===== src/lfdc_pkg.sv =====
package lfdc_pkg;

  // ----------------------------------------------------------------------
  // Geometry
  // ----------------------------------------------------------------------
  localparam int NUM_OUT        = 24;
  localparam int NUM_CH         = 8;
  localparam int NUM_COLOR      = 3;
  localparam int STATUS_W       = 25;
  localparam int IDX_W          = 5;

  // ----------------------------------------------------------------------
  // Timing
  // ----------------------------------------------------------------------
  localparam int CLK_PERIOD_NS  = 4;
  localparam int VALID_TIME_NS  = 1000;
  localparam int VALID_CYCLES   =
    (VALID_TIME_NS + CLK_PERIOD_NS - 1) / CLK_PERIOD_NS;
  localparam int STEP_CYCLES    = 4;
  localparam int CNT_W          = 9;

  // ----------------------------------------------------------------------
  // Register map (byte addresses)
  // ----------------------------------------------------------------------
  localparam logic [7:0] ADDR_ONOFF   = 8'h00;
  localparam logic [7:0] ADDR_CTRL    = 8'h04;
  localparam logic [7:0] ADDR_HOLDER  = 8'h08;
  localparam logic [7:0] ADDR_STATUS  = 8'h0C;
  localparam logic [7:0] ADDR_STATE   = 8'h10;
  localparam logic [7:0] ADDR_SINKS   = 8'h14;

  // ----------------------------------------------------------------------
  // Fields and reset values
  // ----------------------------------------------------------------------
  localparam int SEL_LSB           = 21;
  localparam int SEL_MSB           = 23;
  localparam int STATE_TSD_BIT     = 0;
  localparam int STATE_FLAG_BIT    = 1;
  localparam int STATE_BUSY_BIT    = 2;
  localparam int STATE_VALID_BIT   = 3;
  localparam logic [23:0] ONOFF_RST = 24'h000000;
  localparam logic [2:0]  SEL_RST   = 3'h0;
  localparam logic [1:0]  RESP_OKAY   = 2'h0;
  localparam logic [1:0]  RESP_SLVERR = 2'h2;

  typedef enum logic [0:0] {LFDC_SEQ_IDLE, LFDC_SEQ_RUN} lfdc_seq_t;

endpackage


===== src/lfdc_top.sv =====
`timescale 1ns/10ps
// Operation
// - Open mode, enabled, below threshold sets open bit
// - Short mode, enabled, above threshold sets short bit
// - Outputs programmed off report zero faults
// - Select codes 0-3 open, 4-7 short
// - Only the selected fault type is reported
// - Results invalid until 1 us after blank falls
// - Blank rising edge freezes results into holder
// - Holder transparent while blank low, 1 us settle
// - Latch strobe copies holder into shift register
// - Results invalid while thermal shutdown active
// - Overtemp sets flag and forces outputs off
// - Outputs off until cooled below hysteresis point
// - Overtemp flag held until a latch strobe, even one that loads no status
// - Latch strobe clears flag only when cooled
// - Staggered switching R,G,B per channel 0..7
// - Turn-off uses the same stagger as turn-on
// - Load status only when shift top bit zero
// - No new shift data means strobe loads no status
// - Status shifted out one bit per serial clock
// - Select field sits at control bits 23..21
module lfdc_top
  import lfdc_pkg::*;
(
  input  logic                  aclk,
  input  logic                  aresetn,
  input  logic [31:0]           s_axi_awaddr,
  input  logic                  s_axi_awvalid,
  output logic                  s_axi_awready,
  input  logic [31:0]           s_axi_wdata,
  input  logic [3:0]            s_axi_wstrb,
  input  logic                  s_axi_wvalid,
  output logic                  s_axi_wready,
  output logic [1:0]            s_axi_bresp,
  output logic                  s_axi_bvalid,
  input  logic                  s_axi_bready,
  input  logic [31:0]           s_axi_araddr,
  input  logic                  s_axi_arvalid,
  output logic                  s_axi_arready,
  output logic [31:0]           s_axi_rdata,
  output logic [1:0]            s_axi_rresp,
  output logic                  s_axi_rvalid,
  input  logic                  s_axi_rready,
  input  logic                  blank,
  input  logic                  latch_strobe,
  input  logic                  serial_clk,
  input  logic                  shift_top_bit,
  input  logic                  shift_new_data,
  input  logic [NUM_OUT-1:0]    pin_below_thr,
  input  logic [NUM_OUT-1:0]    pin_above_thr,
  input  logic                  temp_above_thr,
  input  logic                  temp_below_hys,
  output logic [NUM_OUT-1:0]    sink_on,
  output logic [STATUS_W-1:0]   status_word,
  output logic                  status_load,
  output logic                  serial_data_out,
  output logic                  thermal_shutdown
);

  // ----------------------------------------------------------------------
  // Pin synchronisers
  // ----------------------------------------------------------------------
  localparam int SYN_W = 2 * NUM_OUT + 5;
  // Blank idles high; its stages reset high so no false edge follows reset
  localparam logic [SYN_W-1:0] SYN_RST = SYN_W'(1);
  logic [SYN_W-1:0] syn1_q;
  logic [SYN_W-1:0] syn2_q;
  logic [SYN_W-1:0] pin_bus;

  assign pin_bus = {pin_above_thr, pin_below_thr, temp_below_hys,
                    temp_above_thr, serial_clk, latch_strobe, blank};

  always_ff @(posedge aclk) begin
    if (!aresetn) begin
      syn1_q <= SYN_RST;
      syn2_q <= SYN_RST;
    end else begin
      syn1_q <= pin_bus;
      syn2_q <= syn1_q;
    end
  end

  logic               blank_s;
  logic               lat_s;
  logic               sclk_s;
  logic               hot_s;
  logic               cool_s;
  logic [NUM_OUT-1:0] below_s;
  logic [NUM_OUT-1:0] above_s;

  assign blank_s = syn2_q[0];
  assign lat_s   = syn2_q[1];
  assign sclk_s  = syn2_q[2];
  assign hot_s   = syn2_q[3];
  assign cool_s  = syn2_q[4];
  assign below_s = syn2_q[5 +: NUM_OUT];
  assign above_s = syn2_q[5 + NUM_OUT +: NUM_OUT];

  logic blank_d1_q;
  logic lat_d1_q;
  logic sclk_d1_q;

  always_ff @(posedge aclk) begin
    if (!aresetn) begin
      blank_d1_q <= 1'b1;
      lat_d1_q   <= 1'b0;
      sclk_d1_q  <= 1'b0;
    end else begin
      blank_d1_q <= blank_s;
      lat_d1_q   <= lat_s;
      sclk_d1_q  <= sclk_s;
    end
  end

  logic blank_fall;
  logic blank_rise;
  logic lat_rise;
  logic sclk_rise;

  assign blank_fall = blank_d1_q & ~blank_s;
  assign blank_rise = ~blank_d1_q & blank_s;
  assign lat_rise   = ~lat_d1_q & lat_s;
  assign sclk_rise  = ~sclk_d1_q & sclk_s;

  // ----------------------------------------------------------------------
  // Registers written by software
  // ----------------------------------------------------------------------
  logic [NUM_OUT-1:0] onoff_q;
  logic [2:0]         sel_q;
  logic               short_mode;

  assign short_mode = sel_q[2];

  // ----------------------------------------------------------------------
  // Fault detection and holder
  // ----------------------------------------------------------------------
  logic [NUM_OUT-1:0] detect_raw;

  for (genvar i = 0; i < NUM_OUT; i++) begin : g_det
    assign detect_raw[i] = onoff_q[i] &
                           (short_mode ? above_s[i]
                                       : below_s[i]);
  end

  logic [NUM_OUT-1:0] detect_prev_q;
  logic [CNT_W-1:0]   settle_q;
  logic [NUM_OUT-1:0] holder_q;
  logic               overtemp_flag_q;
  logic               thermal_shutdown_q;
  logic               settled;

  assign settled = (settle_q == CNT_W'(VALID_CYCLES));

  always_ff @(posedge aclk) begin
    if (!aresetn) begin
      detect_prev_q <= '0;
    end else begin
      detect_prev_q <= detect_raw;
    end
  end

  // Settle timer restarts on blank fall, any detector change, or shutdown
  always_ff @(posedge aclk) begin
    if (!aresetn) begin
      settle_q <= '0;
    end else if (blank_fall || detect_raw != detect_prev_q ||
                 thermal_shutdown_q) begin
      settle_q <= '0;
    end else if (!blank_s && !settled) begin
      settle_q <= settle_q + CNT_W'(1);
    end
  end

  // Transparent while blank low and settled; frozen once blank is high
  always_ff @(posedge aclk) begin
    if (!aresetn) begin
      holder_q <= '0;
    end else if (!blank_s && settled && !thermal_shutdown_q) begin
      holder_q <= detect_raw;
    end
  end

  // ----------------------------------------------------------------------
  // Over-temperature
  // ----------------------------------------------------------------------
  always_ff @(posedge aclk) begin
    if (!aresetn) begin
      thermal_shutdown_q <= 1'b0;
    end else if (hot_s) begin
      thermal_shutdown_q <= 1'b1;
    end else if (cool_s) begin
      thermal_shutdown_q <= 1'b0;
    end
  end

  // Set wins over the strobe clear
  always_ff @(posedge aclk) begin
    if (!aresetn) begin
      overtemp_flag_q <= 1'b0;
    end else if (hot_s) begin
      overtemp_flag_q <= 1'b1;
    end else if (lat_rise && cool_s) begin
      overtemp_flag_q <= 1'b0;
    end
  end

  // ----------------------------------------------------------------------
  // Status transfer and serial out
  // ----------------------------------------------------------------------
  logic                load_ok;
  logic [STATUS_W-1:0] status_q;
  logic                status_load_q;
  logic [STATUS_W-1:0] shreg_q;

  assign load_ok = lat_rise & shift_new_data
                   & ~shift_top_bit;

  always_ff @(posedge aclk) begin
    if (!aresetn) begin
      status_q      <= '0;
      status_load_q <= 1'b0;
    end else begin
      status_load_q <= load_ok;
      if (load_ok) begin
        status_q <= {overtemp_flag_q, holder_q};
      end
    end
  end

  always_ff @(posedge aclk) begin
    if (!aresetn) begin
      shreg_q <= '0;
    end else if (load_ok) begin
      shreg_q <= {overtemp_flag_q, holder_q};
    end else if (sclk_rise) begin
      shreg_q <= {shreg_q[STATUS_W-2:0], 1'b0};
    end
  end

  // ----------------------------------------------------------------------
  // Staggered output switching
  // ----------------------------------------------------------------------
  lfdc_seq_t          seq_q;
  logic [IDX_W-1:0]   idx_q;
  logic [CNT_W-1:0]   step_q;
  logic [NUM_OUT-1:0] sink_q;
  logic [NUM_OUT-1:0] target;
  logic               seq_trig;
  logic               step_done;

  assign target    = blank_s ? '0 : onoff_q;
  assign seq_trig  = blank_fall | blank_rise | lat_rise;
  assign step_done = (step_q == CNT_W'(STEP_CYCLES - 1));

  always_ff @(posedge aclk) begin
    if (!aresetn) begin
      seq_q  <= LFDC_SEQ_IDLE;
      idx_q  <= '0;
      step_q <= '0;
    end else if (seq_trig) begin
      seq_q  <= LFDC_SEQ_RUN;
      idx_q  <= '0;
      step_q <= '0;
    end else begin
      unique case (seq_q)
        LFDC_SEQ_IDLE: begin
          step_q <= '0;
        end
        LFDC_SEQ_RUN: begin
          if (step_done) begin
            step_q <= '0;
            if (idx_q == IDX_W'(NUM_OUT - 1)) begin
              seq_q <= LFDC_SEQ_IDLE;
              idx_q <= '0;
            end else begin
              idx_q <= idx_q + IDX_W'(1);
            end
          end else begin
            step_q <= step_q + CNT_W'(1);
          end
        end
      endcase
    end
  end

  // Index order is R0,G0,B0,R1,...,B7; shutdown forces all off at once
  always_ff @(posedge aclk) begin
    if (!aresetn) begin
      sink_q <= '0;
    end else if (thermal_shutdown_q) begin
      sink_q <= '0;
    end else if (seq_q == LFDC_SEQ_RUN && step_done) begin
      sink_q[idx_q] <= target[idx_q];
    end
  end

  // ----------------------------------------------------------------------
  // AXI4-Lite write channel
  // ----------------------------------------------------------------------
  logic        aw_have_q;
  logic        w_have_q;
  logic [7:0]  waddr_q;
  logic [31:0] wdata_q;
  logic [3:0]  wstrb_q;
  logic        awready_q;
  logic        wready_q;
  logic        bvalid_q;
  logic [1:0]  bresp_q;
  logic        wr_go;
  logic        wr_hit;

  assign wr_go  = aw_have_q & w_have_q & ~bvalid_q;
  assign wr_hit = (waddr_q == ADDR_ONOFF) | (waddr_q == ADDR_CTRL);

  always_ff @(posedge aclk) begin
    if (!aresetn) begin
      aw_have_q <= 1'b0;
      w_have_q  <= 1'b0;
      awready_q <= 1'b0;
      wready_q  <= 1'b0;
      waddr_q   <= '0;
      wdata_q   <= '0;
      wstrb_q   <= '0;
      bvalid_q  <= 1'b0;
      bresp_q   <= RESP_OKAY;
    end else begin
      awready_q <= ~aw_have_q & ~(s_axi_awvalid & awready_q) & ~bvalid_q;
      wready_q  <= ~w_have_q & ~(s_axi_wvalid & wready_q) & ~bvalid_q;
      if (s_axi_awvalid && awready_q) begin
        aw_have_q <= 1'b1;
        waddr_q   <= {s_axi_awaddr[7:2], 2'b00};
      end
      if (s_axi_wvalid && wready_q) begin
        w_have_q <= 1'b1;
        wdata_q  <= s_axi_wdata;
        wstrb_q  <= s_axi_wstrb;
      end
      if (wr_go) begin
        aw_have_q <= 1'b0;
        w_have_q  <= 1'b0;
        bvalid_q  <= 1'b1;
        bresp_q   <= wr_hit ? RESP_OKAY : RESP_SLVERR;
      end else if (bvalid_q && s_axi_bready) begin
        bvalid_q <= 1'b0;
      end
    end
  end

  always_ff @(posedge aclk) begin
    if (!aresetn) begin
      onoff_q <= ONOFF_RST;
      sel_q   <= SEL_RST;
    end else if (wr_go) begin
      if (waddr_q == ADDR_ONOFF) begin
        for (int b = 0; b < 3; b++) begin
          if (wstrb_q[b]) begin
            onoff_q[b*8 +: 8] <= wdata_q[b*8 +: 8];
          end
        end
      end
      if (waddr_q == ADDR_CTRL && wstrb_q[2]) begin
        sel_q <= wdata_q[SEL_MSB:SEL_LSB];
      end
    end
  end

  // ----------------------------------------------------------------------
  // AXI4-Lite read channel
  // ----------------------------------------------------------------------
  logic        arready_q;
  logic        rvalid_q;
  logic [31:0] rdata_q;
  logic [1:0]  rresp_q;
  logic [31:0] rd_mux;
  logic        rd_hit;
  logic [7:0]  raddr;

  assign raddr = {s_axi_araddr[7:2], 2'b00};

  always_comb begin
    rd_mux = '0;
    rd_hit = 1'b1;
    unique case (raddr)
      ADDR_ONOFF:  rd_mux[NUM_OUT-1:0] = onoff_q;
      ADDR_CTRL:   rd_mux[SEL_MSB:SEL_LSB] = sel_q;
      ADDR_HOLDER: rd_mux[NUM_OUT-1:0] = holder_q;
      ADDR_STATUS: rd_mux[STATUS_W-1:0] = status_q;
      ADDR_STATE: begin
        rd_mux[STATE_TSD_BIT]   = thermal_shutdown_q;
        rd_mux[STATE_FLAG_BIT]  = overtemp_flag_q;
        rd_mux[STATE_BUSY_BIT]  = (seq_q == LFDC_SEQ_RUN);
        rd_mux[STATE_VALID_BIT] = settled;
      end
      ADDR_SINKS:  rd_mux[NUM_OUT-1:0] = sink_q;
      default:     rd_hit = 1'b0;
    endcase
  end

  always_ff @(posedge aclk) begin
    if (!aresetn) begin
      arready_q <= 1'b0;
      rvalid_q  <= 1'b0;
      rdata_q   <= '0;
      rresp_q   <= RESP_OKAY;
    end else begin
      arready_q <= ~rvalid_q & ~(s_axi_arvalid & arready_q);
      if (s_axi_arvalid && arready_q) begin
        rvalid_q <= 1'b1;
        rdata_q  <= rd_mux;
        rresp_q  <= rd_hit ? RESP_OKAY : RESP_SLVERR;
      end else if (rvalid_q && s_axi_rready) begin
        rvalid_q <= 1'b0;
      end
    end
  end

  // ----------------------------------------------------------------------
  // Outputs
  // ----------------------------------------------------------------------
  assign s_axi_awready    = awready_q;
  assign s_axi_wready     = wready_q;
  assign s_axi_bvalid     = bvalid_q;
  assign s_axi_bresp      = bresp_q;
  assign s_axi_arready    = arready_q;
  assign s_axi_rvalid     = rvalid_q;
  assign s_axi_rdata      = rdata_q;
  assign s_axi_rresp      = rresp_q;
  assign sink_on          = sink_q;
  assign status_word      = status_q;
  assign status_load      = status_load_q;
  assign serial_data_out  = shreg_q[STATUS_W-1];
  assign thermal_shutdown = thermal_shutdown_q;

endmodule


===== config.mk =====
export PLATFORM = sky130hd
export DESIGN_NAME = lfdc_top
export DESIGN_NICKNAME = d
export VERILOG_FILES = /design/src/lfdc_pkg.sv /design/src/lfdc_top.sv
export SDC_FILE = /design/constraint.sdc
export NUM_CORES = 1
export LEC_CHECK = 0
export BUFFER_PORTS_ARGS = -buffer_cell sky130_fd_sc_hd__clkbuf_2
export CORE_MARGIN = 2
export CORE_UTILIZATION = 55
export DETAILED_ROUTE_END_ITERATION = 8
export PLACE_DENSITY = 0.77
export RECOVER_POWER = 25
export SKIP_CTS_REPAIR_TIMING = 1
export SLEW_MARGIN = 20
export SYNTH_ARGS = -nofsm -noshare
export SYNTH_HDL_FRONTEND = slang
export SYNTH_SLANG_ARGS = --single-unit

===== constraint.sdc =====
create_clock -name aclk -period 6.3 [get_ports aclk]
set_clock_uncertainty 0.15 [all_clocks]
set_input_delay 1.26 -clock aclk [delete_from_list [all_inputs] [get_ports aclk]]
set_output_delay 1.26 -clock aclk [all_outputs]
set_load 0.005 [all_outputs]

; ---- After elaboration in Yosys (flattened, before gate mapping)
; Index checks and enable logic that the tools add are counted.
[totals]
register_bits = 354
in_bits = 162
out_inout_bits = 93
[op_classes]
addsub = 3
order_cmp = 2
n_eq_ne = 10
n_mux = 54
n_bitwise = 57
reduce_logical = 34
[ops]
columns = operator, count
row1 = 17-bit case mux with 4 select lines, 1
row2 = 25-bit two-way mux, 2
row3 = 1-bit bitwise AND, 40
row4 = 1-bit two-way mux, 40
row5 = 24-bit bitwise mux, 1
row6 = 24-bit two-way mux, 1
row7 = 24-bit inequality test, 1
row8 = 4-bit case mux with 5 select lines, 1
row9 = "9-bit by 1-bit adder with 9-bit output, second input constant", 2
row10 = 9-bit case mux with 2 select lines, 1
row11 = 8-bit zero test, 2
row12 = 3-bit case mux with 5 select lines, 1
row13 = 1-bit NOT, 14
row14 = "6-bit by 1-bit equality test with 1-bit output, second input constant", 2
row15 = "6-bit by 2-bit equality test with 1-bit output, second input constant", 2
row16 = "6-bit by 3-bit equality test with 1-bit output, second input constant", 2
row17 = 1-bit logical AND, 12
row18 = 2-bit nonzero test, 5
row19 = "9-bit by 2-bit equality test with 1-bit output, second input constant", 1
row20 = "9-bit by 8-bit equality test with 1-bit output, second input constant", 1
row21 = 9-bit two-way mux, 1
row22 = 3-bit AND reduction, 3
row23 = 2-bit OR reduction, 4
row24 = "5-bit by 6-bit < comparator with 1-bit output, second input constant", 1
row25 = other kinds (12), 19

; ---- Depth between registers and ports, before layout
; Gate-level depths: netlist (run 1).
[logic_depth]
word_depth = 6
depth_mapped = 8

; ---- Least setup slack after synthesis (run 1)
; No wires, ideal clock.
[synth_timing]
path_type = input -> register
from = in aresetn
to = reg settle_q[0]
setup_ns = 0.093
arrival_ns = 2.651
required_time_ns = 6.057
slack_ns = 3.406
cell_stages = 7
path_buffers = 2
cell_sequence = buf_2 -> nor2b_1 -> o311a_1 -> o221ai_1 -> or4_4 -> buf_6 -> nor4_1
[synth_via]
elab_chain_len = 2
[synth_lines]
columns = element, line_no
row1 = "start, declared", lfdc_top.sv:27  ; input logic aresetn,
row2 = 1-bit NOT (no line), -
row3 = 2-bit OR reduction (no line), -
row4 = "end signal, assigned", lfdc_top.sv:171  ; settle_q <= settle_q + CNT_W'(1);
row5 = "end, declared", lfdc_top.sv:147  ; logic [CNT_W-1:0] settle_q;
; Every way passes these cells.
; A chain may end at the register's enable or synchronous reset.

; ---- Worst setup path after layout (run 1)
[layout_timing]
from = in aresetn
to = reg settle_q[5]
; Same word-level chain as after synthesis.

==> results by group, run 1 <==
Run status
  • Status: finished, violations left
  • Violated checks: max-capacitance violations, max-slew violations

Global routing
  • Grt ovf: 0
  • Global-route wire length before repair: roughly 55 mm
  • Pin count of the biggest net entering global routing: 85
  • Antenna violations before repair: 1
  • Total GRT Usage: between 20% and 30%
  • Vias in the first global route: a little over 10000

Power and ir drop
  • Power Dens Cells: a little over 300 nW/µm²
  • Max VDD drop: 201.0 µV
  • Lkg Pwr: approximately 6.1 nW

Timing
  • RSZ-0062 raised after global routing: false
  • Max-Slew Margin vs Limit: -3.160%
  • TNS Setup: 0 ns
  • Minimum clock period: ~4 ns
  • Final Hold Fails: 0
  • Tightest Pin Transition: 1.547 ns
  • Fin crit share: between 60% and 70%
  • FMAX: around 250 MHz
  • Pins Over Slew Limit: 35
  • Setup violators final: 0

Layout
  • Total Nets Final: 1774
  • Non-Filler Instances: around 2000
  • Syn-to-layout area delta: 16.87%
  • Number of diodes: 0
  • Share of layout cells above drive strength 1: about a fifth
  • Fillers: 1950

Synth
  • Syn Area/Cell: just over 9 µm²
  • Number of enable flip-flop cells after synthesis: 0
  • Post-synthesis cell type count: 61
  • Synth warn: 0
  • #FFs+latches synth: 352
  • Cells after Synth: roughly 1500
  • Ys async rst share: 0%
  • Post-Synthesis Cell Area: 13330 µm²
  • Sequential-to-total area share from yosys stat: 52.87%
  • Ys flop type: dfxtp_1

Setup path
  • Critical path peak fanout: 34
  • Reg2reg path depth: 5
  • CP Data Required Time: 6.57 ns
  • R2R Setup Slk: 3.52 ns
  • Setup CP Type: in -> reg
  • Reg-to-reg endpoint: sink_on[10]
  • Crit path launch type: primary input
  • Crit path arrival time: 4.27 ns
  • CP Capture Type: flop
  • Reg2Reg Launch Point: idx_q[0]

Route
  • Initial drt markers: about 1100
  • Remaining antenna violation count after routing: 0
  • DR vias: between 10000 and 15000
  • Vias/cell: 5.598
  • DRC: 0
  • DRT Pass-1 Iters: 9
  • Routed Wire Length: approximately 34 mm
  • Routed WL per cell: 17.66 µm

Floorplanning
  • Die footprint: 25490 µm²
  • Num rows: 56
  • Initial core utilization: between 50% and 60%
  • IO Pins: 255
  • Die extent in y: approximately 160 µm
  • Die extent in x: ~160 µm
  • CORE AREA: between 20000 and 25000 µm²

Clocking
  • Clock insertion delay at the later pin of the skew report: ~0.52 ns
  • Root buf cell: clkbuf_16
  • Clock Path Buffers: 3
  • Clock transition at path regs: 0.06 ns
  • CTS Buf Count: 36
  • Clock tree sinks: ~350
  • CTS HTree Levels: 2
  • CTS tree: done

Min path
  • Worst Hold Path EP: syn2_q[0]
  • Worst Hold Class: reg -> reg
  • Worst Hold Depth: 1
  • Hold_sp: syn1_q[0]

Placed design
  • IO Port Bufs: between 150 and 200
  • Gp weighted congestion: 0.9058
  • Placed Cells: 1885
  • DPL Wire Length: 24.04 mm

Flow run
  • Max-Cap Viols: 1
==> power by group <==
group          switching, mW  leakage (nW)  internal (mW)
Combinational          0.106          2.63         0.0713
Sequential            0.0233          2.86           2.28
Clock                  0.873         0.629           1.37
Total                   1.00          6.12           3.72
==> area by class of cell <==
cell class | count | area (µm²) | area share, %
timing repair buffer | 191 | 967.2 | 6.209
clock inverter | 18 | 229.0 | 1.470
sequential | 352 | 7047 | 45.24
tap | 319 | 399.1 | 2.562
inverter | 13 | 51.30 | 0.3293
multi-input combinational | 1010 | 5849 | 37.55
clock buffer | 47 | 1033 | 6.635
==> layout by cell type (no fill, tap or decap), types with 9 or more instances in the layout <==
cell | synthesis | final
and2_1 | 110 | 99
and3_1 | 26 | 26
and2_0 | 0 | 11
o21ai_0 | 50 | 50
dfxtp_1 | 352 | 352
clkbuf_16 | 0 | 37
nand4_1 | 11 | 11
mux2i_1 | 10 | 10
xnor2_1 | 13 | 13
inv_1 | 12 | 12
clkbuf_2 | 0 | 179
a21boi_0 | 17 | 17
clkinv_2 | 0 | 9
nand3_1 | 38 | 38
conb_1 | 1 | 9
nand2b_1 | 10 | 10
a21oi_1 | 188 | 188
o22a_1 | 9 | 9
nand2_1 | 231 | 231
nor4_1 | 10 | 10
nor2_1 | 121 | 120
nor3_1 | 12 | 12
a222oi_1 | 17 | 17
mux2_2 | 50 | 50
==> per-stage QoR <==
stage	utilization (%)	setup WS, ns	power, mW	instance area [µm²]	hold slack (ns)
after floorplan	-	3.406	2.460	13360	0.2363
after global placement	60.63	2.476	2.521	14320	0.2425
after detailed placement	60.63	2.390	2.526	14320	0.2475
after CTS	65.98	2.913	4.745	15580	0.2604
after global routing	65.97	2.036	4.875	15580	0.2955
final	65.97	2.296	4.719	15580	0.2562
==> how the worst max path moves through the flow <==
stage / startpoint / endpoint / slack, ns
2_1_floorplan: aresetn / settle_q[0] / 3.41
3_5_place_dp: aresetn / settle_q[5] / 2.39
6_report: aresetn / settle_q[5] / 2.30
3_3_place_gp: aresetn / settle_q[6] / 2.48
4_1_cts: aresetn / settle_q[5] / 2.91
5_1_grt: aresetn / settle_q[8] / 2.04
==> logic make-up (layout without fill, tap and decap cells) <==
family                     after synthesis  after routing  share of synthesized area, %
buffers and inverters                  108            269                         3.567
xor gates and xnor gates                19             19                         1.249
DFF                                    352            352                         52.87
and+or+nand+nor                        603            603                         22.06
muxes                                   69             69                         6.440
AOI/OAI and AO/OA                      302            302                         13.03
other                                    1              9                       0.02814
adders and majority gates                8              8                        0.7511
==> worst max-delay path, stage by stage <==
cell      delay, ns
clkbuf_1       1.09
nor2b_1        0.71
o311a_1        0.30
o221ai_1       0.11
or4_4          0.49
nor4_1         0.28
==> sequential cells by signal, summed over array words and instances (netlist names), 3 cells and up <==
signal	flops
sink_on	24
onoff_q	24
wdata_q	24
settle_q	9
waddr_q	6
status_word	25
s_axi_rdata	25
wstrb_q	3
holder_q	24
syn1_q	53
detect_prev_q	24
sel_q	3
idx_q	5
step_q	9
shreg_q	25
syn2_q	53
==> synth_stat cells (9+ instances only) <==
cell type | count | share of area [%]
nor4_1 | 10 | 0.47
nor3_1 | 12 | 0.45
a222oi_1 | 17 | 1.3
a21oi_1 | 188 | 7.1
nand2b_1 | 10 | 0.47
a21boi_0 | 17 | 0.96
nor2_1 | 121 | 3.4
xnor2_1 | 13 | 0.85
mux2i_1 | 10 | 0.75
nand3_1 | 38 | 1.4
buf_4 | 13 | 0.73
nand2_1 | 231 | 6.5
and2_1 | 110 | 5.2
and3_1 | 26 | 1.2
o21ai_0 | 50 | 1.9
dfxtp_1 | 352 | 53
clkbuf_1 | 70 | 2.0
inv_1 | 12 | 0.34
mux2_2 | 50 | 4.2
o22a_1 | 9 | 0.59
nand4_1 | 11 | 0.52
==> per-layer routing <==
metal  vias to the layer above  track usage [%]  part of all wire [%]
li1                       5287                -                     -
met1                      5067            35.20                    41
met2                       480            43.23                    46
met3                        82            5.714                   9.0
met4                         0            10.37                   3.4
met5                         -                0                     0
Power figures use the tool's default switching activity.
==> run 2: changes to the inputs <==
- CORE_UTILIZATION: 55 -> 50
- PLACE_DENSITY: 0.77 -> 0.74
- clock period: 6.3 -> 3.5 ns (I/O delays scaled with it)
==> results by group, run 2 (same netlist as run 1, synthesis figures left out) <==
Setup path
  • CP Data Required Time: 3.77 ns (was 6.57 ns)
  • Crit path arrival time: 3.27 ns (was 4.27 ns)
  • Worst path bufs/invs: 4 (was 1)
  • Critical path peak fanout: 113 (was 34)
  • CP Capture Type: flop (unchanged)
  • WP depth: 5 (was 6)
  • Reg2reg path depth: 6 (was 5)
  • Crit path launch type: primary input (unchanged)
  • Worst path slowest cell: clkbuf_1 (unchanged)
  • CP Cell Sequence: clkbuf_2, clkbuf_1, inv_4, clkbuf_4, a21oi_1 (was clkbuf_1, nor2b_1, o311a_1, o221ai_1, or4_4, nor4_1)
  • Crit path max-delay family: buffers and inverters (was simple AND/OR/NAND/NOR gates)
  • Setup CP Type: in -> reg (unchanged)
  • Largest stage delay, worst path: 0.94 ns (was 1.09 ns)

Floorplanning
  • IO Pins: 255 (unchanged)
  • Die extent in x: 167.3 µm (was 159.7 µm)
  • Die extent in y: 167.3 µm (was 159.7 µm)
  • Num rows: 59 (was 56)
  • CORE AREA: 26130 µm² (was 23610 µm²)
  • Die footprint: 27980 µm² (was 25490 µm²)
  • Initial core utilization: 51.00% (was 56.44%)

Timing
  • Max-Slew Margin vs Limit: 14.83% (was -3.160%)
  • Setup violators final: 0 (unchanged)
  • TNS Setup: 0 ns (unchanged)
  • Final WS setup: 0.4934 ns (was 2.296 ns)
  • FMAX: 332.6 MHz
  • Minimum clock period: between 3 and 4 ns
  • Pins Over Slew Limit: 0 (was 35)
  • Hold Worst Slack: 0.2392 ns (was 0.2562 ns)
  • Tightest Pin Transition: 1.278 ns (was 1.547 ns)
  • RSZ-0062 raised after global routing: false (unchanged)
  • Final Hold Fails: 0 (unchanged)
  • Fin crit share: between 80 and 90%

Layout
  • Share of layout cells above drive strength 1: 20.19% (was 19.50%)
  • Post-route cell area: 15690 µm² (was 15580 µm²)
  • Fillers: 2270 (was 1950)
  • Most common cell after layout, fill and taps aside: dfxtp_1 (unchanged)
  • Top flop regs: syn1_q x53, syn2_q x53 (unchanged)
  • Syn-to-layout area delta: 17.72% (was 16.87%)
  • Most frequent cells in the layout: 352 x dfxtp_1, 231 x nand2_1, 188 x a21oi_1 (unchanged)
  • Total Nets Final: 1787 (was 1774)
  • Core Util, Final: 60.04% (was 65.97%)
  • Number of diodes: 0 (unchanged)

Min path
  • Worst Hold Depth: 2 (was 1)
  • Worst Hold Class: in -> reg (was reg -> reg)

Power and ir drop
  • Switch Pwr: 1.793 mW (was 1.002 mW)
  • Max VDD drop: 344.8 µV (was 201.0 µV)
  • Comb power frac: 3.8% (was 3.7%)
  • Pint: 6.658 mW (was 3.716 mW)
  • Switching share of total power: 21.22% (was 21.24%)
  • Lkg Pwr: 6.189 nW (was 6.120 nW)
  • Seq pwr share: 49.0% (was 48.8%)
  • Clock power share: 47.2% (was 47.5%)
  • Power Dens Cells: 538.7 nW/µm² (was 302.9 nW/µm²)

Global routing
  • Grt ovf: 0 (unchanged)
  • Total GRT Usage: 24.52% (was 26.75%)
  • Antenna violations before repair: 0 (was 1)
  • Vias in the first global route: 10230 (was 10150)
  • Pin count of the biggest net entering global routing: 114 (was 85)
  • Global-route wire length before repair: 54.62 mm (was 54.60 mm)

Route
  • Routed WL per cell: 17.77 µm (was 17.66 µm)
  • Remaining antenna violation count after routing: 0 (unchanged)
  • DRC: 14 (was 0)
  • Metal3 WL: 3.193 mm (was 3.112 mm)
  • Vias/cell: 5.560 (was 5.598)
  • Routed Wire Length: 35.16 mm (was 34.44 mm)
  • Initial drt markers: 1090 (was 1053)
  • Top routing layer used: met4 (unchanged)
  • WL met1: 14.90 mm (was 14.16 mm)
  • DRT Pass-1 Iters: 9 (unchanged)
  • Metal2 WL: 15.59 mm (was 16.00 mm)
  • DR vias: 11000 (was 10920)

Clocking
  • Clock insertion delay at the later pin of the skew report: 0.51 ns (was 0.52 ns)
  • CTS Buf Count: 36 (unchanged)
  • Root buf cell: clkbuf_16 (unchanged)
  • Clock transition at path regs: 0.06 ns (about the same)
  • Clock tree sinks: 352 (unchanged)
  • CTS tree: done (unchanged)
  • Clock Path Buffers: 3 (unchanged)
  • CTS HTree Levels: 2 (unchanged)

Placed design
  • IO Port Bufs: 184 (unchanged)
  • Post-DP Area: 14440 µm² (was 14320 µm²)
  • Place WS: 0.5847 ns (was 2.390 ns)
  • DPL Wire Length: 24.73 mm (was 24.04 mm)
  • Gp weighted congestion: 0.9191 (was 0.9058)

Run status
  • Status: finished, violations left (unchanged)
  • Violated checks: design-rule violations (was max-capacitance violations, max-slew violations)

Flow run
  • Max-Cap Viols: 0 (was 1)
[run 2: cell types whose count changed in the layout (fill, tap and decap cells not counted), sizes merged]
| cell | change |
|---|---|
| bufinv | -2 |
| clkinvlp | +1 |
| clkbuf | +9 |
| inv | -3 |
| buf | +10 |
| clkinv | -2 |
[run 2: layout make-up]
cell class              instances  area [µm²]  area share [%]
inverters                      13       51.30          0.3270
clock buffers                  53        1107           7.058
repair buffers                204        1065           6.787
flip-flops and latches        352        7047           44.92
clock inverters                12       158.9           1.013
multi-input cells            1010        5841           37.23
well taps                     335       419.2           2.672
[run 2: per-layer routing]
metal,GRT usage (%),vias to the layer above
met2,38.54,500
met1,33.17,5090
met3,4.869,99
met4,10.25,0
met5,0,-
li1,-,5315
[run 2: power groups by stage]
stage                     Clock, mW  Sequential, mW  Combinational, mW
after CTS                      4.04            4.14              0.326
final                          3.99            4.14              0.322
after global routing           4.23            4.15              0.358
after floorplan                   0            4.21              0.214
after detailed placement          0            4.23              0.324
after global placement            0            4.23              0.318
[run 2: stage by stage]
stage / std cells / power [mW]
6_report: 1979 / 8.451
5_1_grt: 1979 / 8.733
4_1_cts: 1979 / 8.508
3_5_place_dp: 1914 / 4.554
3_3_place_gp: 1914 / 4.546
2_1_floorplan: 1470 / 4.428
[run 2: path summary, 6_finish.rpt]
kind,from,to,slack [ns]
setup / recovery,aresetn,onoff_q[17],0.49
hold / removal,pin_below_thr[5],syn1_q[10],0.24
setup reg to reg,idx_q[0],sink_on[11],0.77
hold reg to reg,syn1_q[0],syn2_q[0],0.25
[run 2: worst reg2reg max path, cell delays in order, from the launching register on]
cell and delay (ns):
dfxtp_1 0.62, mux4_2 0.59, nor2_1 0.10, nor4b_1 0.06, buf_4 0.16, a21oi_1 0.73, a21oi_1 0.16
==> run 3: changes to the inputs <==
- REMOVE_ABC_BUFFERS: unset -> 1
==> results by group, run 3 (same netlist as run 1, synthesis figures left out) <==
Global routing
  • Met3 usage: 4.278% (was 4.869%)
  • Global-route wire length before repair: 51.14 mm (was 54.62 mm)
  • Met2 Usage GRT: 35.31% (was 38.54%)
  • Met1 usage: 31.93% (was 33.17%)
  • Most used routing layer: met2 (unchanged)
  • Grt ovf: 0 (unchanged)
  • Pin count of the biggest net entering global routing: 119 (was 114)
  • Vias in the first global route: 9802 (was 10230)
  • Antenna violations before repair: 0 (unchanged)
  • Total GRT Usage: 22.52% (was 24.52%)

Clocking
  • CTS Buf Count: 36 (unchanged)
  • Root buf cell: clkbuf_16 (unchanged)
  • Clock Path Buffers: 3 (unchanged)
  • CTS HTree Levels: 2 (unchanged)
  • Clock tree sinks: 352 (unchanged)
  • Clock insertion delay at the later pin of the skew report: 0.51 ns (about the same)
  • Clock transition at path regs: 0.06 ns (about the same)
  • CTS tree: done (unchanged)

Floorplanning
  • Die extent in x: 167.3 µm (unchanged)
  • CORE AREA: 26130 µm² (unchanged)
  • Initial core utilization: 51.00% (unchanged)
  • Die footprint: 27980 µm² (unchanged)
  • Num rows: 59 (unchanged)
  • IO Pins: 255 (unchanged)
  • Die extent in y: 167.3 µm (unchanged)

Timing
  • RSZ-0062 raised after global routing: false (unchanged)
  • Fin crit share: 77.10% (was 85.90%)
  • Max-Slew Margin vs Limit: 33.63% (was 14.83%)
  • TNS Setup: 0 ns (unchanged)
  • FMAX: 370.6 MHz (was 332.6 MHz)
  • Minimum clock period: 2.699 ns (was 3.007 ns)
  • Tightest Pin Transition: 0.9956 ns (was 1.278 ns)
  • Pins Over Slew Limit: 0 (unchanged)
  • Hold Worst Slack: 0.2371 ns (was 0.2392 ns)
  • Final WS setup: 0.8014 ns (was 0.4934 ns)
  • Setup violators final: 0 (unchanged)
  • Final Hold Fails: 0 (unchanged)

Layout
  • Most frequent cells in the layout: 352 x dfxtp_1, 231 x nand2_1, 188 x a21oi_1 (unchanged)
  • Post-route cell area: 15710 µm² (was 15690 µm²)
  • Total Nets Final: 1787 (unchanged)
  • Share of layout cells above drive strength 1: 20.27% (was 20.19%)
  • Top flop regs: syn1_q x53, syn2_q x53 (unchanged)
  • Syn-to-layout area delta: 17.87% (was 17.72%)
  • Number of diodes: 0 (unchanged)
  • Most common cell after layout, fill and taps aside: dfxtp_1 (unchanged)
  • Core Util, Final: 60.12% (was 60.04%)

Route
  • Routed Wire Length: 32.08 mm (was 35.16 mm)
  • Routed WL per cell: 16.22 µm (was 17.77 µm)
  • Vias/cell: 5.376 (was 5.560)
  • Initial drt markers: 1108 (was 1090)
  • DR vias: 10630 (was 11000)
  • DRT Pass-1 Iters: 8 (was 9)
  • DRC: 12 (was 14)
  • Remaining antenna violation count after routing: 0 (unchanged)

Setup path
  • CP Capture Type: flop (unchanged)
  • CP Data Required Time: 3.77 ns (about the same)
  • Crit path launch type: flop (was primary input)
  • Crit path arrival time: 2.97 ns (was 3.27 ns)
  • Critical path peak fanout: 19 (was 113)
  • Setup CP Type: reg -> reg (was in -> reg)

Run status
  • Status: finished, violations left (unchanged)
  • Violated checks: design-rule violations (unchanged)

Flow run
  • Max-Cap Viols: 0 (unchanged)

Placed design
  • DPL Wire Length: 22.73 mm (was 24.73 mm)
  • Gp weighted congestion: 0.9150 (was 0.9191)
  • IO Port Bufs: 184 (unchanged)
  • Place WS: 0.7202 ns (was 0.5847 ns)
  • Post-DP Area: 14450 µm² (was 14440 µm²)

Power and ir drop
  • Power Dens Cells: 537.6 nW/µm² (was 538.7 nW/µm²)
  • Max VDD drop: 358.4 µV (was 344.8 µV)
  • Lkg Pwr: 6.201 nW (was 6.189 nW)

Min path
  • Worst Hold Class: in -> reg (unchanged)
[run 3: path summary, 6_finish.rpt]
check	start	to	slack (ns)	cells past startpoint
setup / recovery	sel_q[2]	settle_q[0]	0.80	6
setup reg to reg	sel_q[2]	settle_q[0]	0.80	6
hold reg to reg	syn1_q[4]	syn2_q[4]	0.28	1
hold / removal	pin_below_thr[16]	syn1_q[21]	0.24	2
[run 3: critical path, stage by stage (launching register included)]
cell and delay [ns]:
dfxtp_1 0.58, buf_4 0.37, mux2_2 0.42, a21oi_1 0.16
o22a_1 0.16, nand4_1 0.37, nor4_1 0.38
[run 3: report_power, final]
| group | internal [mW] | switching (mW) | total [mW] |
|---|---|---|---|
| combinational | 0.135 | 0.188 | 0.323 |
| clock | 2.44 | 1.54 | 3.98 |
| sequential | 4.10 | 0.0415 | 4.14 |
| total | 6.67 | 1.77 | 8.45 |
[run 3: per-stage QoR]
| step | instances | power (mW) |
|---|---|---|
| floorplan | 1375 | 4.388 |
| global placement | 1914 | 4.545 |
| detailed placement | 1914 | 4.553 |
| CTS | 1978 | 8.502 |
| global route | 1978 | 8.745 |
| finish | 1978 | 8.446 |
[run 3: layer usage]
metal / routed length, µm / vias up
li1: - / 5316
met1: 14710 / 4897
met2: 14320 / 381
met3: 2501 / 40
met4: 556 / 0
met5: 0 / -
[run 3: cell type report]
type | instances | area (µm²)
sequential | 352 | 7047
timing repair buffer | 204 | 1096
tap | 335 | 419.2
clock inverter | 16 | 227.7
inverter | 13 | 51.30
multi-input combinational | 1010 | 5843
clock buffer | 48 | 1026
fill | 2235 | 10420
